<file path="config.mk">
export PLATFORM = sky130hd
export DESIGN_NAME = cri_reset_init
export DESIGN_NICKNAME = d
export VERILOG_FILES = /design/src/logic/cri_pkg.sv /design/src/logic/cri_reset_init.sv
export SDC_FILE = /design/constraint.sdc
export NUM_CORES = 1
export LEC_CHECK = 0
export BUFFER_PORTS_ARGS = -buffer_cell sky130_fd_sc_hd__buf_2
export CAP_MARGIN = 20
export CORE_UTILIZATION = 52
export DETAILED_ROUTE_END_ITERATION = 7
export HOLD_SLACK_MARGIN = 0.1
export PLACE_DENSITY = 0.85
export SLEW_MARGIN = 15
export SYNTH_ARGS = -nofsm -noshare
export SYNTH_HDL_FRONTEND = slang
export SYNTH_SLANG_ARGS = --single-unit
export TNS_END_PERCENT = 1
</file>
<file path="constraint.sdc">
create_clock -name core_clk -period 1.18 [get_ports core_clk]
set_input_delay 0.354 -clock core_clk [delete_from_list [all_inputs] [get_ports core_clk]]
set_output_delay 0.354 -clock core_clk [all_outputs]
set_load 0.02 [all_outputs]
</file>
<file path="src/logic/cri_pkg.sv">
// shared constants and carriers for the reset and register-init block
// assumes one core clock per reset domain and a single logic group per instance
package cri_pkg;

    // dedicated control resources of one logic group
    localparam int GRP_CLOCKS      = 3;
    localparam int GRP_CLK_ENABLES = 3;
    localparam int GRP_ASYNC_CLRS  = 2;
    localparam int GRP_SYNC_CLRS   = 1;
    localparam int GRP_SYNC_LOADS  = 1;

    // release synchroniser depth
    localparam int SYNC_STAGES = 2;

    // physical core registers come up low
    localparam logic STORE_POWER_UP = 1'b0;

    // storage level meaning "reset still active" in the release chain
    localparam logic REL_ACTIVE   = 1'b0;
    localparam logic REL_INACTIVE = 1'b1;

    // clock enable selector codes per register bit
    localparam logic [1:0] CE_SEL_ALWAYS = 2'h3;

    // shared control set of one logic group
    typedef struct packed {
        logic [GRP_CLK_ENABLES-1:0] clk_en;
        logic                       sync_clr;
        logic                       sync_load;
    } cri_grp_ctrl_t;

    // write and read-address port of the embedded memory
    typedef struct packed {
        logic       wr_en;
        logic [3:0] wr_addr;
        logic [7:0] wr_data;
        logic [3:0] rd_addr;
    } cri_mem_req_t;

endpackage

</file>
<file path="src/logic/cri_reset_init.sv">
// device-wide clear, reset release and register initialisation of one logic group
// assumes board_reset_n and device_wide_clear_n come straight from board pins;
// everything else is synchronous to core_clk
//
// Function
// - clear pin low forces every core register to zero, over all other clears.
// - clear pin also resets memory block registers but not the array contents.
// - inverted-storage registers show high while the clear pin is low.
// - clear pin high lets registers follow their own clock, enable, clear, load.
// - clear pin acts only when enabled at build time, otherwise ignored.
// - a group shares at most 3 clocks, 3 enables, 2 aclr, 1 sclr, 1 sload.
// - every core register holds zero right after power-up.
// - high reset or power-up values use inverted storage and the register clear.
// - power-up level against reset polarity cannot be honoured; flagged instead.
// - design reset asserts asynchronously, releases on the destination clock edge.
// - whole domain leaves reset on one clock edge, never near an edge.
// - no register gets both an asynchronous reset and asynchronous preset.
// - derived clock comes from a register clocked by the divider's own clock.
// - clock selection and gating use enables, never general gates.
`timescale 1ns/1ps
module cri_reset_init
    import cri_pkg::*;
#(
    parameter int          WIDTH        = 8,
    parameter logic [7:0]  RESET_HIGH   = 8'h00,
    parameter logic [7:0]  POWERUP_HIGH = 8'h00,
    parameter logic [15:0] CE_SELECT    = 16'hffff,
    parameter bit          CLEAR_ENABLE = 1'b0,
    parameter int          MEM_DEPTH    = 16,
    parameter int          DIV_RATIO    = 4
)
(
    // clock and resets
    input  wire logic                core_clk,
    input  wire logic                rst,
    input  wire logic                board_reset_n,
    input  wire logic                device_wide_clear_n,
    // logic group control set and data
    input  wire cri_grp_ctrl_t       grp_ctrl,
    input  wire logic [WIDTH-1:0]    grp_d,
    input  wire logic [WIDTH-1:0]    grp_load_data,
    // embedded memory port
    input  wire cri_mem_req_t        mem_req,
    // status and data out
    output logic [WIDTH-1:0]         grp_q,
    output logic [7:0]               mem_rd_data,
    output logic                     reset_released,
    output logic                     div_clk_out,
    output logic                     div_tick,
    output logic [WIDTH-1:0]         powerup_unmet
);

    localparam int          DIV_W    = (DIV_RATIO > 2) ? $clog2(DIV_RATIO) : 1;
    localparam logic [DIV_W-1:0] DIV_LAST = DIV_W'(DIV_RATIO - 1);
    // bits kept inverted so a zero store reads as the wanted reset level
    localparam logic [WIDTH-1:0] INV_MASK = RESET_HIGH[WIDTH-1:0];
    // power-up wish opposes reset polarity: inversion cannot serve both
    localparam logic [WIDTH-1:0] UNMET_MASK =
        POWERUP_HIGH[WIDTH-1:0] ^ RESET_HIGH[WIDTH-1:0];

    // pin ignored unless built in
    logic clear_active;
    assign clear_active = CLEAR_ENABLE && !device_wide_clear_n;

    // release chain stores "released", so a zero store means reset active;
    // that way the device clear and the power-up zero both hold the domain in reset
    logic rel_stage1_reg = STORE_POWER_UP;
    logic rel_stage2_reg = STORE_POWER_UP;
    logic rel_stage1_next;
    logic rel_stage2_next;
    logic chain_aclr;

    assign chain_aclr = !board_reset_n || clear_active;

    always_comb
    begin
        rel_stage1_next = REL_INACTIVE;
        rel_stage2_next = rel_stage1_reg;
    end

    always_ff @(posedge core_clk or posedge chain_aclr)
    begin
        if (chain_aclr)
        begin
            rel_stage1_reg <= REL_ACTIVE;
            rel_stage2_reg <= REL_ACTIVE;
        end
        else
        begin
            rel_stage1_reg <= rel_stage1_next;
            rel_stage2_reg <= rel_stage2_next;
        end
    end

    // the two asynchronous clears of the group: synced design reset and device clear
    logic grp_aclr;
    assign grp_aclr = clear_active || (rel_stage2_reg == REL_ACTIVE);

    function automatic logic ce_of(input logic [1:0] sel,
                                   input logic [GRP_CLK_ENABLES-1:0] en);
        logic r;
        r = 1'b1;
        if (sel != CE_SEL_ALWAYS)
        begin
            r = en[sel];
        end
        return r;
    endfunction

    // group registers: clear only, never a preset
    logic [WIDTH-1:0] store_reg = '0;
    logic [WIDTH-1:0] store_next;
    logic [WIDTH-1:0] unmet_reg = '0;
    logic [WIDTH-1:0] unmet_next;

    always_comb
    begin
        logic [WIDTH-1:0] logical;
        logical = store_reg ^ INV_MASK;
        for (int i = 0; i < WIDTH; i++)
        begin
            if (rst || grp_ctrl.sync_clr)
            begin
                logical[i] = RESET_HIGH[i];
            end
            else if (grp_ctrl.sync_load)
            begin
                logical[i] = grp_load_data[i];
            end
            else if (ce_of(CE_SELECT[2*i +: 2], grp_ctrl.clk_en))
            begin
                logical[i] = grp_d[i];
            end
        end
        store_next = logical ^ INV_MASK;
        unmet_next = UNMET_MASK;
    end

    always_ff @(posedge core_clk or posedge grp_aclr)
    begin
        if (grp_aclr)
        begin
            store_reg <= '0;
            unmet_reg <= '0;
        end
        else
        begin
            store_reg <= store_next;
            unmet_reg <= unmet_next;
        end
    end

    // output inverter belongs to the cell; inverted bits read high under clear
    assign grp_q         = store_reg ^ INV_MASK;
    assign powerup_unmet = unmet_reg;
    assign reset_released = rel_stage2_reg;

    // embedded memory: array carries no reset, only its port registers do
    logic [7:0]  mem_array [MEM_DEPTH];
    logic [3:0]  rd_addr_reg = '0;
    logic [3:0]  rd_addr_next;
    logic [7:0]  rd_data_reg = '0;
    logic [7:0]  rd_data_next;

    always_ff @(posedge core_clk)
    begin
        if (mem_req.wr_en && (rel_stage2_reg == REL_INACTIVE) && !clear_active)
        begin
            mem_array[mem_req.wr_addr] <= mem_req.wr_data;
        end
    end

    always_comb
    begin
        rd_addr_next = rst ? 4'h0 : mem_req.rd_addr;
        rd_data_next = rst ? 8'h00 : mem_array[rd_addr_reg];
    end

    always_ff @(posedge core_clk or posedge grp_aclr)
    begin
        if (grp_aclr)
        begin
            rd_addr_reg <= 4'h0;
            rd_data_reg <= 8'h00;
        end
        else
        begin
            rd_addr_reg <= rd_addr_next;
            rd_data_reg <= rd_data_next;
        end
    end

    assign mem_rd_data = rd_data_reg;

    // divider: final stage is a flop on core_clk, so the derived clock cannot glitch
    logic [DIV_W-1:0] div_cnt_reg = '0;
    logic [DIV_W-1:0] div_cnt_next;
    logic             div_clk_reg = 1'b0;
    logic             div_clk_next;
    logic             div_tick_reg = 1'b0;
    logic             div_tick_next;

    always_comb
    begin
        div_tick_next = (div_cnt_reg == DIV_LAST);
        div_cnt_next  = div_tick_next ? '0 : div_cnt_reg + 1'b1;
        div_clk_next  = div_tick_next ? !div_clk_reg : div_clk_reg;
        if (rst)
        begin
            div_tick_next = 1'b0;
            div_cnt_next  = '0;
            div_clk_next  = 1'b0;
        end
    end

    always_ff @(posedge core_clk or posedge grp_aclr)
    begin
        if (grp_aclr)
        begin
            div_cnt_reg  <= '0;
            div_clk_reg  <= 1'b0;
            div_tick_reg <= 1'b0;
        end
        else
        begin
            div_cnt_reg  <= div_cnt_next;
            div_clk_reg  <= div_clk_next;
            div_tick_reg <= div_tick_next;
        end
    end

    assign div_clk_out = div_clk_reg;
    assign div_tick    = div_tick_reg;

endmodule

</file>
; After elaboration in Yosys (flattened, before gate mapping)
; Memory sizes are Yosys's and may differ from the RTL's.
; Cells that the tools add are included.
[classes]
add_sub_neg = 1
eq_ne = 1
mux = 25
n_reduce_logical = 4
[ops]
columns = op, count
row1 = 1-bit 2-to-1 mux, 21
row2 = 8-bit 2-to-1 mux, 1
row3 = 2-bit 2-to-1 mux, 2
row4 = 4-bit 2-to-1 mux, 1
row5 = 2-bit by 1-bit adder with 2-bit output (second input constant), 1
row6 = 2-bit equality test (second input constant), 1
row7 = 2-bit nonzero test, 1
row8 = 1-bit logical AND, 1
row9 = 1-bit zero test, 1
row10 = 1-bit logical OR, 1
[totals]
reg_bits = 26
mem_bits_rw = 128
in_bits = 42
memories = 1
[mem_list]
columns = memory, depth, width, read_ports, rd_ports_with_merged_regs, wr, line_no
row1 = mem_array, 16, 8, 1, 0, 1, cri_reset_init.sv:159  ; logic [7:0] mem_array [MEM_DEPTH];

; Logic depth before layout (Yosys ltp)
[depth]
word_depth = 3
mapped_depth = 6

; Worst setup path before layout
; Ideal clock, no wire load.
[synth_path]
kind = register to register
start = reg rel_stage2_reg, in the netlist reset_released
end = mem mem_array[0][0] (enable)
setup_ns = 0.383
arrival_time_ns = 2.110
required_ns = 0.797
path_slack_ns = -1.313
path_stages_with_launch = 4
n_path_buf = 0
path_cell_list = dfrtp_1 -> nand2_1 -> or3_1 -> nor3_1
[synth_between]
elab_chain_cells = 3
[synth_rtl]
columns = item, line_no
row1 = start: declaration, cri_reset_init.sv:68  ; logic rel_stage2_reg = STORE_POWER_UP;
row2 = start signal: assignment, cri_reset_init.sv:91  ; rel_stage2_reg <= rel_stage2_next;
row3 = 1-bit logical AND, cri_reset_init.sv:167  ; if (mem_req.wr_en && (rel_stage2_reg == REL_INACTIVE) && !clear_active)
row4 = 1-bit 2-to-1 mux, cri_reset_init.sv:167
row5 = 1-bit 2-to-1 mux (implied by the code), cri_reset_init.sv:169  ; mem_array[mem_req.wr_addr] <= mem_req.wr_data;
row6 = end: declaration, cri_reset_init.sv:159
; No other way between the ends.

; Worst setup path in the final report
[layout_path]
start = reg rd_addr_reg[0]
end = reg rd_data_reg[7], in the netlist mem_rd_data[7]
[layout_between]
elab_chain_cells = 2
[layout_rtl]
columns = item, line_no
row1 = start: declaration, cri_reset_init.sv:160  ; logic [3:0] rd_addr_reg = '0;
row2 = start signal: assignment, cri_reset_init.sv:188  ; rd_addr_reg <= rd_addr_next;
row3 = memory read 16 x 8 bit, --
row4 = 8-bit 2-to-1 mux, cri_reset_init.sv:176  ; rd_data_next = rst ? 8'h00 : mem_array[rd_addr_reg];
row5 = named net rd_data_next[7], cri_reset_init.sv:163  ; logic [7:0] rd_data_next;
row6 = end signal: assignment, cri_reset_init.sv:189  ; rd_data_reg <= rd_data_next;
row7 = end: declaration, cri_reset_init.sv:162  ; logic [7:0] rd_data_reg = '0;
; The timed path passes the listed nets, and every way through them passes these cells.
; A chain may end at the register's enable or synchronous reset.

==> flow_metrics.py <==
metrics = {
    "power_and_ir_drop": {
        "p_total_mw": 12.80,
        "max-vdd-ir-drop_uv": 1073,
        "intPower_mw": 10.13,
        "seqPwrFrac_pct": 47.1,
        "net-switching-power_mw": 2.665,
        "p_clk_share_pct": 46.5,
        "power_frac_comb_pct": 6.4,
        "p_per_area_nw_per_um2": 1675,
        "leakagePower_nw": 2.857,
        "netSwitchingFraction_pct": 20.83,
    },
    "sta": {
        "finalMaxSlewViolations": 0,
        "hold_ws_ps": 161.9,
        "grt_setup_unrepaired": "true",
        "fin_tns_setup_ps": -53410,
        "hold_viol": 0,
        "setup_violations": 155,
        "fin_skew_ps": 6.019,
        "fmax_ghz": 0.5700,
        "finalCriticalPeriod_ps": 1754,
        "min_period_over_period_pct": 148.7,
        "fin_ws_ps": -574.4,
    },
    "floorplanning": {
        "ios": 69,
        "rows": 38,
        "die_height_um": 108.9,
        "die_width_um": 108.9,
        "initial_core_util_pct": 54.09,
        "fp.coreArea_um2": 10980,
        "fp.dieArea_um2": 11860,
    },
    "drt": {
        "antenna_left": 0,
        "drt_iter0_markers": 316,
        "firstDrtPassIters": 5,
        "via_per_inst": 5.816,
        "drc": 0,
        "wl_per_cell_um": 23.61,
        "finalWirelength_um": 13340,
        "vias": 3286,
    },
    "finish": {
        "layoutNonFillerInstCount": 565,
        "fill_cells": 643,
        "seq_area_um2": 4501,
        "multi_input_area_um2": 1400,
        "layout.nets": 455,
        "most-common-layout-cells": "128 x edfxtp_1, 51 x buf_2, 34 x buf_4",
        "area_growth_syn_to_layout_pct": 28.58,
        "n_antenna_cell": 0,
        "drive_above_1_share_pct": 44.71,
        "design_area_um2": 7639,
        "largest_register_ffs": 128,
        "final_util_pct": 69.55,
        "regMostFlops": "mem_array",
        "mostFrequentLayoutCell": "edfxtp_1",
    },
    "synth": {
        "synthDistinctLibCells": 30,
        "syn_area_um2": 5941,
        "synthCells": 298,
        "yosysTopAreaCell": "edfxtp_1",
        "syn_area_per_cell_um2": 19.94,
        "synth_warnings": 0,
        "ys_top_cells_by_area": "edfxtp_1 65%, dfrtp_1 11%, mux4_2 11%",
        "synth_seq_cells": 154,
        "ys_seq_area_share_pct": 75.65,
        "synth_top_area_share_pct": 64.70,
    },
    "place": {
        "place_area_um2": 6740,
        "placed_cells": 528,
        "numPortBuffers": 56,
        "dp_hpwl_um": 7747,
        "gp_congestion": 0.8369,
        "place_ws_ps": -560.8,
    },
    "setup_path": {
        "cp_num_buf_inv": 2,
        "crit_path_end_kind": "register",
        "worst-setup-path-type": "register to register",
        "critPathMaxStageDelay_ps": 410,
        "critPathArrivalTime_ps": 2050,
        "path_max_fanout": 12,
        "worst_path_most_repeated_cell": "buf_12",
        "cp_slowest_cell": "dfrtp_2",
        "crit_required_ps": 1480,
        "startpoint_type": "register",
        "cp_top_family": "compound AO/OA/AOI/OAI gates",
        "crit_chain": "buf_12, buf_12, mux2i_2, a22oi_1, a22o_1, a221o_1",
    },
    "global_routing": {
        "overflow": 0,
        "grt_max_degree": 17,
        "antenna_found_initial": 0,
        "grt_pass1_vias": 3368,
        "grt_pass1_wl_um": 19780,
        "grt_usage_pct": 24.80,
    },
    "clock_tree": {
        "clockBufferDepth": 2,
        "cts_root_buffer": "clkbuf_16",
        "numCtsBuffers": 17,
        "clk_latency_ps": 420,
        "clkTransAtPathRegs_ps": 60,
        "htree_levels": 4,
        "cts_tree": "built",
        "clock-sinks": 154,
    },
    "min_path": {
        "hold_class": "primary input to register",
    },
    "run": {
        "max-cap-violations": 0,
    },
    "outcome": {
        "status": "finished with violations",
        "violations": "negative setup slack",
    },
}
==> Yosys cell counts <==
cell	count
conb_1	2
buf_2	4
a221o_1	3
nand4b_1	1
and3_1	3
dfrtp_1	26
buf_8	1
edfxtp_1	128
buf_12	1
mux2i_1	24
nor3_1	5
and2_1	1
ha_1	1
xnor2_1	1
or3_1	1
mux4_2	28
buf_6	1
nor2b_1	8
nand2_1	3
clkbuf_1	2
buf_1	2
nor2_1	24
mux4_1	1
buf_4	10
nand2b_1	3
a22oi_1	3
a22o_1	3
nand4_1	1
or2_2	2
o22ai_1	5
==> repair_timing <==
action / 4_1_cts / 5_1_grt
gates resized for setup: 24 / 15
hold buffers: 1 / 0
endpoints found under the setup margin: 155 / 155
pin swaps: 5 / 4
gates cloned: 2 / 0
setup buffers: 1 / 1
hold endpoints to repair: 2 / 0
==> routing by layer <==
metal | GRT usage [%] | vias to the layer above | share of wire [%]
li1 | - | 1400 | -
met1 | 32.23 | 1668 | 39
met2 | 39.89 | 195 | 51
met3 | 6.993 | 23 | 8.7
met4 | 9.556 | 0 | 2.1
met5 | 0 | - | 0
==> power by group through the flow <==
stage	combinational, mW	sequential [mW]	clock [mW]
6_report	0.817	6.03	5.95
5_1_grt	0.878	6.04	6.20
3_5_place_dp	0.729	6.14	0
3_3_place_gp	0.704	6.13	0
4_1_cts	0.803	6.03	5.97
2_1_floorplan	0.377	6.19	0
==> cells by family after synthesis <==
family / after synthesis / synth area share (%)
multiplexers: 53 / 15.10
XOR/XNOR: 1 / 0.1475
AO/OA/AOI/OAI: 14 / 1.853
other: 2 / 0.1264
AND/OR/NAND/NOR: 52 / 4.276
adder cells (fa/ha/maj): 1 / 0.2106
buffers and inverters: 21 / 2.633
flip-flops: 154 / 75.65
==> worst paths after layout <==
kind                            slack (ps)              to  cells past startpoint      startpoint
worst max-delay path                  -570  mem_rd_data[7]                      6  rd_addr_reg[0]
worst min-delay path                   160  rd_addr_reg[2]                      2      mem_req[2]
worst max register to register        -570  mem_rd_data[7]                      6  rd_addr_reg[0]
worst min register to register         360  reset_released                      0  rel_stage1_reg
max in group asynchronous              400        grp_q[0]                      3  reset_released
min in group asynchronous              250  rel_stage1_reg                      2   board_reset_n
==> final cells by class <==
cell class,instances,area share (%)
sequential,154,58.92
multi-input combinational,130,18.33
timing repair buffer,109,11.65
clock buffer,22,7.207
tap,140,2.293
clock inverter,10,1.605
(Power assumes the default switching activity.)
